## config.mk

```make
export PLATFORM = sky130hd
export DESIGN_NAME = ppa_page_map
export DESIGN_NICKNAME = d
export VERILOG_FILES = /design/src/ppa_pkg.sv /design/src/ppa_page_map.sv
export SDC_FILE = /design/constraint.sdc
export NUM_CORES = 1
export LEC_CHECK = 0
export BUFFER_PORTS_ARGS = -buffer_cell sky130_fd_sc_hd__clkbuf_2
export CORE_UTILIZATION = 30
export CTS_CLUSTER_DIAMETER = 40
export CTS_CLUSTER_SIZE = 40
export DETAILED_ROUTE_END_ITERATION = 10
export SLEW_MARGIN = 5
export SYNTH_ARGS = -nofsm -noshare
export SYNTH_HDL_FRONTEND = slang
export SYNTH_SLANG_ARGS = --single-unit
```

## constraint.sdc

```tcl
create_clock -name clk -period 10.6 [get_ports clk]
set_input_delay 1.59 -clock clk [delete_from_list [all_inputs] [get_ports clk]]
set_output_delay 1.59 -clock clk [all_outputs]
set_load 0.02 [all_outputs]
```

## src/ppa_pkg.sv

```systemverilog
// Functional notes
// - page values 0..3 steer every paged command to channel 0..3
// - page 0xFF writes all pages only for clear-faults, operation, on-off-config
// - global-page writes reach only channels enabled in the channel mask
// - paged reads at page 0xFF return undefined data and raise a CML fault
// - non-global paged writes at page 0xFF are dropped and raise a CML fault
// - 5s/11s linear word: 5-bit signed exponent over 11-bit signed mantissa
// - 16-bit unsigned linear word with fixed, non-programmable exponent -13
// - page selector is a non-paged, volatile read/write byte resetting to 0x00
// - write-protect level at 0x10 is a non-paged stored byte, default 0x00
// - channel mask at 0xE4 is a non-paged stored byte, default 0x0F
// - words 0xC8..0xCA: shared alt-host command, alt-host 0 and 1 data
// - send-byte 0xEC initialises fault-log storage and releases the log lock
// - 0xEE is a block read returning fault-log bytes in sequence
// - 0xED is a non-paged read-only fault-logging status byte
// - retry count at 0xF7 shared by all retrying faults, default 0x07
// - paged diode gain word, 2^-14 per step, default 0x4000 meaning one
// - paged temperature offset word in 5s/11s format, default 0x8000
// - paged read-only sense voltage magnitude, 3.05 microvolts per step
// - read-only minimum trackers for vout, vin and temperature at 0xFB..0xFD
// - paged current-gain tempco word at 0xF6, read/write, default 0x0000
// - protect 0x80 allows few writes; 0x40 also allows control writes
// - device answers at base address plus pin-selected offset 0..8
package ppa_pkg;
	localparam int NUM_CHAN = 4;
	localparam int FLOG_BYTES = 16;
	localparam logic [7:0] CMD_PAGE = 8'h00;
	localparam logic [7:0] CMD_OPERATION = 8'h01;
	localparam logic [7:0] CMD_ON_OFF_CONFIG = 8'h02;
	localparam logic [7:0] CMD_CLEAR_FAULTS = 8'h03;
	localparam logic [7:0] CMD_WRITE_PROTECT = 8'h10;
	localparam logic [7:0] CMD_STORE_USER_ALL = 8'h15;
	localparam logic [7:0] CMD_ALT_CMD = 8'hc8;
	localparam logic [7:0] CMD_ALT_DATA0 = 8'hc9;
	localparam logic [7:0] CMD_ALT_DATA1 = 8'hca;
	localparam logic [7:0] CMD_CLEAR_ENERGY = 8'hcc;
	localparam logic [7:0] CMD_NV_UNLOCK = 8'hbd;
	localparam logic [7:0] CMD_CHAN_MASK = 8'he4;
	localparam logic [7:0] CMD_BASE_ADDR = 8'he6;
	localparam logic [7:0] CMD_FLOG_CLEAR = 8'hec;
	localparam logic [7:0] CMD_FLOG_STATUS = 8'hed;
	localparam logic [7:0] CMD_FLOG_DATA = 8'hee;
	localparam logic [7:0] CMD_COMMON = 8'hef;
	localparam logic [7:0] CMD_GAIN_TC = 8'hf6;
	localparam logic [7:0] CMD_RETRY = 8'hf7;
	localparam logic [7:0] CMD_DIODE_GAIN = 8'hf8;
	localparam logic [7:0] CMD_TEMP_OFFSET = 8'hf9;
	localparam logic [7:0] CMD_SENSE_V = 8'hfa;
	localparam logic [7:0] CMD_VOUT_MIN = 8'hfb;
	localparam logic [7:0] CMD_VIN_MIN = 8'hfc;
	localparam logic [7:0] CMD_TEMP_MIN = 8'hfd;
	localparam logic [7:0] PAGE_GLOBAL = 8'hff;
	localparam logic [7:0] PAGE_LAST = 8'h03;
	localparam logic [7:0] RST_PAGE = 8'h00;
	localparam logic [7:0] RST_WP = 8'h00;
	localparam logic [7:0] WP_LEVEL1 = 8'h80;
	localparam logic [7:0] WP_LEVEL2 = 8'h40;
	localparam logic [3:0] RST_CHAN_MASK = 4'hf;
	localparam logic [6:0] RST_BASE_ADDR = 7'h5c;
	localparam logic [7:0] RST_RETRY = 8'h07;
	localparam logic [15:0] RST_GAIN_TC = 16'h0000;
	localparam logic [15:0] RST_DIODE_GAIN = 16'h4000;
	localparam logic [15:0] RST_TEMP_OFFSET = 16'h8000;
	localparam logic [15:0] RST_ZERO = 16'h0000;
	localparam int LINEAR_EXP_MSB = 15;
	localparam int LINEAR_EXP_LSB = 11;
	localparam int LINEAR_MAN_MSB = 10;
	localparam int LINEAR16_EXP = -13;
	localparam int FLOG_LOCK_BIT = 0;
	localparam int FLOG_BUSY_BIT = 1;

	typedef enum logic [1:0]
	{
		WPL_NONE = 2'b00,
		WPL_L2 = 2'b01,
		WPL_L1 = 2'b10
	} ppa_wpl_e;

	typedef struct packed
	{
		logic valid;
		logic write;
		logic sendByte;
		logic [7:0] code;
		logic [15:0] data;
	} ppa_req_s;

	typedef struct packed
	{
		logic valid;
		logic known;
		logic cml;
		logic [15:0] data;
	} ppa_rsp_s;

	typedef struct packed
	{
		logic valid;
		logic [1:0] chan;
		logic [15:0] vout;
		logic [15:0] temp;
		logic [15:0] sense;
		logic [15:0] vin;
	} ppa_meas_s;

	typedef struct packed
	{
		logic valid;
		logic [3:0] addr;
		logic [7:0] data;
	} ppa_flog_s;
endpackage : ppa_pkg

```

## src/ppa_page_map.sv

```systemverilog
`timescale 1ns/1ps
module ppa_page_map
(
	// clock and reset
	input wire logic clk,
	input wire logic nrst,
	// decoded command transactions
	input wire ppa_pkg::ppa_req_s req,
	output ppa_pkg::ppa_rsp_s rsp,
	// address match
	input wire logic [6:0] busAddr,
	output logic addrHit,
	// pins: select level 0 low, 1 mid, 2 high
	input wire logic [1:0] addrSelLowPin,
	input wire logic [1:0] addrSelHighPin,
	input wire logic wpPin,
	// global-capable command fan-out
	output logic [3:0] chanCmdStrobe,
	output logic [7:0] chanCmdCode,
	output logic [15:0] chanCmdData,
	// fault log
	input wire ppa_pkg::ppa_flog_s flogWr,
	input wire logic flogLockSet,
	output logic flogClrPulse,
	// telemetry and status
	input wire ppa_pkg::ppa_meas_s meas,
	input wire logic [7:0] commonStatus,
	// configuration
	output logic [7:0] retryLimit
);
	import ppa_pkg::*;

	function automatic logic isPaged(input logic [7:0] c);
		isPaged = (c == CMD_OPERATION) || (c == CMD_ON_OFF_CONFIG) || (c == CMD_CLEAR_FAULTS)
			|| (c == CMD_GAIN_TC) || (c == CMD_DIODE_GAIN) || (c == CMD_TEMP_OFFSET)
			|| (c == CMD_SENSE_V) || (c == CMD_VOUT_MIN) || (c == CMD_TEMP_MIN);
	endfunction : isPaged

	function automatic logic isGlobal(input logic [7:0] c);
		isGlobal = (c == CMD_CLEAR_FAULTS) || (c == CMD_OPERATION) || (c == CMD_ON_OFF_CONFIG);
	endfunction : isGlobal

	function automatic logic wpAllows(input ppa_wpl_e lvl, input logic [7:0] c);
		logic base;
		logic ctl;
		base = (c == CMD_WRITE_PROTECT) || (c == CMD_PAGE) || (c == CMD_NV_UNLOCK)
			|| (c == CMD_STORE_USER_ALL);
		ctl = (c == CMD_OPERATION) || (c == CMD_ALT_CMD) || (c == CMD_CHAN_MASK)
			|| (c == CMD_CLEAR_ENERGY) || (c == CMD_CLEAR_FAULTS);
		case (lvl)
			WPL_L1: wpAllows = base;
			WPL_L2: wpAllows = base || ctl;
			default: wpAllows = 1'b1;
		endcase
	endfunction : wpAllows

	// scaled by 2^16 so every exponent -16..15 lands on an integer
	function automatic logic signed [47:0] linearFix(input logic [15:0] w);
		logic [5:0] sh;
		logic signed [47:0] m;
		sh = {w[LINEAR_EXP_MSB], w[LINEAR_EXP_MSB:LINEAR_EXP_LSB]} + 6'h10;
		m = {{37{w[LINEAR_MAN_MSB]}}, w[LINEAR_MAN_MSB:0]};
		linearFix = m <<< sh;
	endfunction : linearFix

	function automatic logic [3:0] selOffset(input logic [1:0] hi, input logic [1:0] lo);
		logic [3:0] h;
		logic [3:0] l;
		h = (hi > 2'h2) ? 4'h2 : {2'h0, hi};
		l = (lo > 2'h2) ? 4'h2 : {2'h0, lo};
		selOffset = 4'((h << 1) + h + l);
	endfunction : selOffset

	logic [1:0] aselLoMeta_r, aselLo_r, aselHiMeta_r, aselHi_r;
	logic wpMeta_r, wpSync_r;
	logic [7:0] page_r, wpReg_r, retry_r;
	logic [3:0] chanMask_r;
	logic [6:0] baseAddr_r;
	logic [15:0] altCmd_r, altData0_r, altData1_r;
	logic [15:0] gainTc_r [NUM_CHAN];
	logic [15:0] diodeGain_r [NUM_CHAN];
	logic [15:0] tempOffset_r [NUM_CHAN];
	logic [15:0] sense_r [NUM_CHAN];
	logic [15:0] voutMin_r [NUM_CHAN];
	logic [15:0] tempMin_r [NUM_CHAN];
	logic [15:0] vinMin_r;
	logic [NUM_CHAN-1:0] chanSeen_r;
	logic vinSeen_r;
	logic [7:0] flogMem [FLOG_BYTES];
	logic flogLock_r, clrBusy_r;
	logic [3:0] clrIdx_r;
	logic [4:0] blkPtr_r;
	ppa_wpl_e wpLevel;
	logic pageFF, pageOk, paged, wr, rd, wrGo, cmlNow;
	logic [1:0] ch;
	logic [15:0] rdData;
	logic known;
	logic [3:0] gpTargets;

	// pins cross into this clock through two flops
	always_ff @(posedge clk)
	begin
		if (!nrst)
		begin
			aselLoMeta_r <= 2'h0;
			aselLo_r <= 2'h0;
			aselHiMeta_r <= 2'h0;
			aselHi_r <= 2'h0;
			wpMeta_r <= 1'b0;
			wpSync_r <= 1'b0;
		end
		else
		begin
			aselLoMeta_r <= addrSelLowPin;
			aselLo_r <= aselLoMeta_r;
			aselHiMeta_r <= addrSelHighPin;
			aselHi_r <= aselHiMeta_r;
			wpMeta_r <= wpPin;
			wpSync_r <= wpMeta_r;
		end
	end

	assign addrHit = (busAddr == 7'(baseAddr_r + {3'h0, selOffset(aselHi_r, aselLo_r)}));

	// most restrictive of pin and register wins
	always_comb
	begin
		if (wpReg_r == WP_LEVEL1)
			wpLevel = WPL_L1;
		else if (wpReg_r == WP_LEVEL2 || wpSync_r)
			wpLevel = WPL_L2;
		else
			wpLevel = WPL_NONE;
	end

	assign pageFF = (page_r == PAGE_GLOBAL);
	assign pageOk = (page_r <= PAGE_LAST);
	assign ch = page_r[1:0];
	assign paged = isPaged(req.code);
	assign wr = req.valid && req.write;
	assign rd = req.valid && !req.write;
	// non-paged commands never look at the page
	assign wrGo = wr && wpAllows(wpLevel, req.code)
		&& (!paged || pageOk || (pageFF && isGlobal(req.code)));
	assign cmlNow = paged && pageFF && (rd || (wr && !isGlobal(req.code)));
	assign gpTargets = pageFF ? chanMask_r : (4'h1 << ch);

	always_ff @(posedge clk)
	begin
		if (!nrst)
		begin
			page_r <= RST_PAGE;
			wpReg_r <= RST_WP;
			chanMask_r <= RST_CHAN_MASK;
			baseAddr_r <= RST_BASE_ADDR;
			retry_r <= RST_RETRY;
			altCmd_r <= RST_ZERO;
			altData0_r <= RST_ZERO;
			altData1_r <= RST_ZERO;
		end
		else if (wrGo && !req.sendByte)
		begin
			case (req.code)
				CMD_PAGE: page_r <= req.data[7:0];
				CMD_WRITE_PROTECT: wpReg_r <= req.data[7:0];
				CMD_CHAN_MASK: chanMask_r <= req.data[3:0];
				CMD_BASE_ADDR: baseAddr_r <= req.data[6:0];
				CMD_RETRY: retry_r <= req.data[7:0];
				CMD_ALT_CMD: altCmd_r <= req.data;
				CMD_ALT_DATA0: altData0_r <= req.data;
				CMD_ALT_DATA1: altData1_r <= req.data;
				default: ;
			endcase
		end
	end

	assign retryLimit = retry_r;

	// paged calibration words; global page never reaches these
	always_ff @(posedge clk)
	begin
		if (!nrst)
		begin
			for (int i = 0; i < NUM_CHAN; i++)
			begin
				gainTc_r[i] <= RST_GAIN_TC;
				diodeGain_r[i] <= RST_DIODE_GAIN;
				tempOffset_r[i] <= RST_TEMP_OFFSET;
			end
		end
		else if (wrGo && pageOk && !req.sendByte)
		begin
			case (req.code)
				CMD_GAIN_TC: gainTc_r[ch] <= req.data;
				CMD_DIODE_GAIN: diodeGain_r[ch] <= req.data;
				CMD_TEMP_OFFSET: tempOffset_r[ch] <= req.data;
				default: ;
			endcase
		end
	end

	// fan-out of clear-faults, operation and on-off-config
	always_ff @(posedge clk)
	begin
		if (!nrst)
		begin
			chanCmdStrobe <= 4'h0;
			chanCmdCode <= 8'h00;
			chanCmdData <= RST_ZERO;
		end
		else
		begin
			chanCmdStrobe <= (wrGo && isGlobal(req.code)) ? gpTargets : 4'h0;
			if (wrGo && isGlobal(req.code))
			begin
				chanCmdCode <= req.code;
				chanCmdData <= req.data;
			end
		end
	end

	// minimum trackers; first sample after reset always loads
	always_ff @(posedge clk)
	begin
		if (!nrst)
		begin
			for (int i = 0; i < NUM_CHAN; i++)
			begin
				sense_r[i] <= RST_ZERO;
				voutMin_r[i] <= RST_ZERO;
				tempMin_r[i] <= RST_ZERO;
			end
			vinMin_r <= RST_ZERO;
			chanSeen_r <= 4'h0;
			vinSeen_r <= 1'b0;
		end
		else if (meas.valid)
		begin
			sense_r[meas.chan] <= meas.sense;
			chanSeen_r[meas.chan] <= 1'b1;
			vinSeen_r <= 1'b1;
			if (!chanSeen_r[meas.chan] || meas.vout < voutMin_r[meas.chan])
				voutMin_r[meas.chan] <= meas.vout;
			if (!chanSeen_r[meas.chan] || linearFix(meas.temp) < linearFix(tempMin_r[meas.chan]))
				tempMin_r[meas.chan] <= meas.temp;
			if (!vinSeen_r || linearFix(meas.vin) < linearFix(vinMin_r))
				vinMin_r <= meas.vin;
		end
	end

	// log storage is wiped at reset and on clear, one byte a cycle
	always_ff @(posedge clk)
	begin
		if (!nrst)
		begin
			clrBusy_r <= 1'b1;
			clrIdx_r <= 4'h0;
			flogLock_r <= 1'b0;
			flogClrPulse <= 1'b0;
		end
		else
		begin
			flogClrPulse <= wrGo && req.sendByte && (req.code == CMD_FLOG_CLEAR);
			if (wrGo && req.sendByte && (req.code == CMD_FLOG_CLEAR))
			begin
				clrBusy_r <= 1'b1;
				clrIdx_r <= 4'h0;
			end
			else if (clrBusy_r)
			begin
				clrIdx_r <= clrIdx_r + 4'h1;
				clrBusy_r <= (clrIdx_r != 4'(FLOG_BYTES - 1));
			end
			// a lock event in the clearing cycle still sets the lock
			if (flogLockSet)
				flogLock_r <= 1'b1;
			else if (wrGo && req.sendByte && (req.code == CMD_FLOG_CLEAR))
				flogLock_r <= 1'b0;
		end
	end

	always_ff @(posedge clk)
	begin
		if (clrBusy_r)
			flogMem[clrIdx_r] <= 8'h00;
		else if (flogWr.valid)
			flogMem[flogWr.addr] <= flogWr.data;
	end

	// block pointer: 0 gives the count, then the bytes; any other command restarts it
	always_ff @(posedge clk)
	begin
		if (!nrst)
			blkPtr_r <= 5'h00;
		else if (rd && req.code == CMD_FLOG_DATA)
			blkPtr_r <= (blkPtr_r == 5'(FLOG_BYTES)) ? 5'h00 : blkPtr_r + 5'h01;
		else if (req.valid)
			blkPtr_r <= 5'h00;
	end

	always_comb
	begin
		rdData = RST_ZERO;
		known = 1'b1;
		case (req.code)
			CMD_PAGE: rdData = {8'h00, page_r};
			CMD_WRITE_PROTECT: rdData = {8'h00, wpReg_r};
			CMD_CHAN_MASK: rdData = {12'h000, chanMask_r};
			CMD_BASE_ADDR: rdData = {9'h000, baseAddr_r};
			CMD_ALT_CMD: rdData = altCmd_r;
			CMD_ALT_DATA0: rdData = altData0_r;
			CMD_ALT_DATA1: rdData = altData1_r;
			CMD_RETRY: rdData = {8'h00, retry_r};
			CMD_COMMON: rdData = {8'h00, commonStatus};
			CMD_VIN_MIN: rdData = vinMin_r;
			CMD_FLOG_STATUS:
			begin
				rdData[FLOG_LOCK_BIT] = flogLock_r;
				rdData[FLOG_BUSY_BIT] = clrBusy_r;
			end
			CMD_FLOG_DATA:
			begin
				if (blkPtr_r == 5'h00)
					rdData = 16'(FLOG_BYTES);
				else
					rdData = {8'h00, flogMem[4'(blkPtr_r - 5'h01)]};
			end
			CMD_GAIN_TC: rdData = gainTc_r[ch];
			CMD_DIODE_GAIN: rdData = diodeGain_r[ch];
			CMD_TEMP_OFFSET: rdData = tempOffset_r[ch];
			CMD_SENSE_V: rdData = sense_r[ch];
			CMD_VOUT_MIN: rdData = voutMin_r[ch];
			CMD_TEMP_MIN: rdData = tempMin_r[ch];
			default: known = 1'b0;
		endcase
	end

	always_ff @(posedge clk)
	begin
		if (!nrst)
			rsp <= '0;
		else
		begin
			rsp.valid <= req.valid;
			rsp.known <= req.valid && known;
			rsp.cml <= req.valid && cmlNow;
			rsp.data <= rd ? rdData : RST_ZERO;
		end
	end
endmodule : ppa_page_map

```

# Word level (Yosys, flattened, before mapping)
# Memory sizes are Yosys's and may differ from the RTL's. A register that Yosys moved wholly into a read port is not among the register bits.
# Cells that the tools add are included.
# op_classes
n_addsub	10
n_lt_le_gt_ge	8
n_eq_ne	32
shift	5
muxes	82
bitwise_logic	2
reduce_logical	73
# op_table
op	count
case mux 14 bit (17 select lines)	1
<<< shifter 11 x 6 -> 48 bit	4
== test 8 bit (second input constant)	21
less-than comparator 48 bit	2
two-way mux 16 bit	6
OR reduction 16 bit	6
two-way mux 1 bit	43
two-way mux 2 bit	21
case mux 2 bit (18 select lines)	1
logical OR 1 bit	25
adder 6 x 5 -> 6 bit (second input constant)	4
AND reduction 2 bit	11
logical AND 1 bit	18
OR reduction 18 bit	1
== test 8 x 2 -> 1 bit (second input constant)	2
== test 8 x 5 -> 1 bit (second input constant)	2
less-than comparator 16 bit	1
two-way mux 8 bit	2
two-way mux 5 bit	3
== test 8 x 1 -> 1 bit (second input constant)	1
== test 8 x 7 -> 1 bit (second input constant)	1
<= comparator 8 x 2 -> 1 bit (second input constant)	1
logical NOT 8 bit	1
two-way mux 4 bit	2
other kinds (25)	32
# totals
ff_bits	173
ramBits	512
out_inout_bits	57
n_memories	7
# memory_table
name	depth	word_bits	read_ports	rd_clocked_by_memory_dff	write_ports	line	source
flogMem	16	8	1	0	1	ppa_page_map.sv:89	logic [7:0] flogMem [FLOG_BYTES];
diodeGain_r	4	16	1	1	4	ppa_page_map.sv:81	logic [15:0] diodeGain_r [NUM_CHAN];
gainTc_r	4	16	1	1	4	ppa_page_map.sv:80	logic [15:0] gainTc_r [NUM_CHAN];
sense_r	4	16	1	1	4	ppa_page_map.sv:83	logic [15:0] sense_r [NUM_CHAN];
tempMin_r	4	16	2	1	4	ppa_page_map.sv:85	logic [15:0] tempMin_r [NUM_CHAN];
tempOffset_r	4	16	1	1	4	ppa_page_map.sv:82	logic [15:0] tempOffset_r [NUM_CHAN];
1 more memories	n/a	n/a	n/a	n/a	n/a	n/a	

# Longest topological paths before layout
# logic_depth
ltp_word	20
mapped_depth	20
ltp_nobuf	15

# Worst setup path before layout
# Ideal clock, no wire load.
# synth_timing
path_kind	input -> register
startpoint	input port meas[64] in the netlist's numbering
endpoint	memory tempMin_r[0][0] (enable)
setup_ns	0.394
t_arrival_ns	5.637
t_required_ns	10.206
slack_ns	4.569
cell_stages	18
path_buffers	3
cell_sequence	buf_2 buf_2 buf_2 mux4_2 mux2_2 mux2i_1 mux2i_1 nor2_1 a21oi_1 nand2_1 ha_1 a211oi_1 o21bai_1 a211oi_1 o21ai_0 a21oi_1 a21oi_1 a21oi_1
# synth_rtl
item	line	source
from (decl)	ppa_page_map.sv:26	input wire ppa_pkg::ppa_meas_s meas,
to (decl)	ppa_page_map.sv:85	

==> results.sh <==
export IMPL_via_per_inst=5.379
export IMPL_timing_fmax_mhz=151.7
export IMPL_syn_nets=3544
export IMPL_hold_depth=1
export IMPL_startpoint_type="input port"
export IMPL_ant_nets=0
export IMPL_nets=3650
export IMPL_critPathRequiredTime_ns=10.99
export IMPL_die_x_um=353.5
export IMPL_drv_cap=0
export IMPL_rsz0062_at_grt="no"
export IMPL_cp_arrival_ns=6.98
export IMPL_synth_top_area_share=0.4149
export IMPL_holdWs_ns=0.4293
export IMPL_min_period_over_period=0.6217
export IMPL_async_flop_share=0
export IMPL_skew_ns=0.04923
export IMPL_grt_pass1_vias=26720
export IMPL_cts_sinks=687
export IMPL_final_common_cell="edfxtp_1"
export IMPL_netlist_instances=3306
export IMPL_power_per_cell_area_nw_per_um2=184.2
export IMPL_grt_pass1_wl_mm=179.2
export IMPL_synth_area_sq_um=37060
export IMPL_period_minus_slack_ns=6.590
export IMPL_areaGrowthSynthToFinish_pct=16.56
export IMPL_cts_setup_buffers=0
export IMPL_drt_iter0_drc=2892
export IMPL_wl_per_cell_um=23.88
export IMPL_port_buffers=186
export IMPL_ir_worst_vdd_uv=152.5
export IMPL_drive_gt1_frac=0.1965
export IMPL_cts_tree="done"
export IMPL_clockBufferDepth=3
export IMPL_cts_buffers=97
export IMPL_r2r_setup_slack_ns=5.27
export IMPL_ys_seq_area_frac=0.5094
export IMPL_synth_area_top_cells="edfxtp_1, mux4_2, dfxtp_1, mux2i_1, nand2_1"
export IMPL_clk_pin_slew_ns=0.05
export IMPL_critPathCaptureType="flip-flop"
export IMPL_cts_resized=0
export IMPL_setup_tns_final_ns=0
export IMPL_rows=128
export IMPL_final_cells=5126
export IMPL_die_h_um=353.5
export IMPL_grt_overflow=0
export IMPL_outcome="finished, final reports clean"
export IMPL_synth_warnings=0
export IMPL_ctsHoldBuffers=0
export IMPL_slew_headroom=0.2237
export IMPL_antenna_found_initial=13
export IMPL_synth_top_area_cell="edfxtp_1"
export IMPL_h_tree_depth=3
export IMPL_path_class="in2reg"
export IMPL_cts_root_buf="clkbuf_16"
export IMPL_avgSynthCellArea_sq_um=11.21
export IMPL_clock_latency_ns=0.68
export IMPL_r2r_end="tempMin_r[3][11]$_DFFE_PP_"
export IMPL_grt_max_degree=98
export IMPL_core_sq_um=122200
export IMPL_drt_pass1_iter_count=5
export IMPL_worst_pin_slew_ns=1.157
export IMPL_hp_class="reg2reg"
export IMPL_dp_hpwl_mm=87.32
export IMPL_place_inst=4938
export IMPL_synth_edff_count=512
export IMPL_setup_viol=0
export IMPL_p_leak_nw=15.99
export IMPL_finalHoldViolations=0
export IMPL_initial_core_util=0.3033
export IMPL_synth_ff_type="edfxtp_1"
export IMPL_layout_common_cells="edfxtp_1, nand2_1, nor2_1"
export IMPL_grt_usage=0.1914
export IMPL_pin_count=187
export IMPL_synth_seq_cells=687
export IMPL_maxSlewViolCount=0
export IMPL_timing_rr_start="tempMin_r[1][14]$_SDFFCE_PN0P_"
export IMPL_num_vias=27570
export IMPL_gp_congestion=0.9196
export IMPL_synth_distinct_cells=77
export IMPL_hold_path_startpoint="aselHiMeta_r[0]$_SDFF_PN0_"
export IMPL_hold_path_endpoint="aselHi_r[0]$_SDFF_PN0_"
export IMPL_drc=0
export IMPL_r2r_cells=14
export IMPL_path_max_fanout=64
export IMPL_die_area_sq_um=124900
export IMPL_routed_wl_mm=122.4
cell families (layout without fill, tap and decap cells):
logic type | count (synthesis) | in the layout | synth area share
compound gates | 545 | 545 | 0.09555
mux | 404 | 404 | 0.1652
other cells | 0 | 4 | 0
xor+xnor | 15 | 15 | 0.003545
simple gates | 1235 | 1235 | 0.1556
fa+ha+maj | 108 | 108 | 0.03707
flops | 687 | 687 | 0.5094
buf+inv | 312 | 503 | 0.03353
state kept, by name, summed over array words and instances, names as in the netlist, 19 cells and up, named ones only:
signal and count:
voutMin_r 64, tempMin_r 64, gainTc_r 64, diodeGain_r 64, tempOffset_r 64, flogMem 128, rsp 19, sense_r 64
report_power, final:
| group | leakage, nW | total [W] | switching, W | internal, W |
|---|---|---|---|---|
| clock network | 1.66 | 0.00343 | 0.00139 | 0.00204 |
| logic | 7.75 | 0.00142 | 0.000901 | 0.000515 |
| registers | 6.58 | 0.00311 | 0.000108 | 0.00300 |
| total | 16.0 | 0.00795 | 0.00240 | 0.00556 |
worst max path at each step:
| stage | from | end | slack (ns) | cells past startpoint |
|---|---|---|---|---|
| floorplan | meas[64] | tempMin_r[0][0]$_SDFFCE_PN0P_ | 4.57 | 18 |
| global placement | meas[64] | tempMin_r[2][6]$_SDFFCE_PN0P_ | 3.30 | 16 |
| detailed placement | meas[64] | tempMin_r[2][6]$_SDFFCE_PN0P_ | 3.23 | 16 |
| CTS | meas[64] | tempMin_r[2][3]$_SDFFCE_PN0P_ | 3.98 | 16 |
| global route | meas[64] | tempMin_r[1][7]$_SDFFCE_PN0P_ | 3.80 | 15 |
| finish | meas[64] | tempMin_r[3][11]$_DFFE_PP_ | 4.01 | 15 |
layout make-up:
| type | count | area (sq um) |
|---|---|---|
| timing repair buffer | 255 | 1455 |
| fill | 12010 | 79000 |
| tap | 1625 | 2033 |
| sequential | 687 | 18890 |
| clock inverter | 84 | 1069 |
| multi-input combinational | 2307 | 17060 |
| antenna | 4 | 10.01 |
| clock buffer | 100 | 2439 |
| inverter | 64 | 240.2 |
cell usage after synthesis, types with 10 or more instances:
library cell  instances
nor3_1               45
a22o_1               36
ha_1                105
nor2_1              379
a22oi_1              28
buf_2                23
inv_1                61
a21oi_1             116
edfxtp_1            512
a211oi_1             19
o211ai_1             12
o31ai_1              25
a21boi_0             12
nand2_1             395
mux2_2               42
nand3_1              78
and2_1               78
nor4_1               15
o21ai_0             150
a21o_1               15
a41oi_1              19
nand4_1              21
mux2i_1             200
clkbuf_1            193
a221oi_1             26
o21a_1               18
buf_1                24
nand2b_1             24
nor2b_1              37
mux4_2              162
a31oi_1              29
and3_1               95
or3_1                15
dfxtp_1             175
or2_2                10
critical path: stages:
cell,delay (ns)
clkbuf_2,0.61
mux2_2,0.41
o21ai_1,0.82
nor2_1,0.40
nor2_1,0.31
a21oi_1,0.08
ha_1,0.34
and4_1,0.19
nand4_1,0.18
nor4_1,0.52
nor3b_1,0.39
a21oi_1,0.22
a21oi_4,0.16
buf_4,0.54
nor2_1,0.12
stage by stage:
step	setup WS, ns	power [W]	utilization	cell area (sq um)
6_report	4.010	0.007955	0.3535	43200
5_1_grt	3.802	0.008281	0.3535	43190
4_1_cts	3.978	0.007987	0.3534	43180
3_5_place_dp	3.233	0.004559	0.3247	39680
3_3_place_gp	3.304	0.004540	0.3247	39680
2_1_floorplan	4.569	0.004107	-	37060
per-layer routing:
| layer | wire length [um] | up-vias | GRT usage | part of all wire |
|---|---|---|---|---|
| li1 | - | 12600 | - | - |
| met1 | 51600 | 13630 | 0.2561 | 0.42 |
| met3 | 11570 | 187 | 0.05345 | 0.095 |
| met2 | 55240 | 1147 | 0.2973 | 0.45 |
| met5 | 80 | - | 0 | 0.00065 |
| met4 | 3894 | 12 | 0.06416 | 0.032 |
Note: power is estimated with default switching activity, not from simulation.
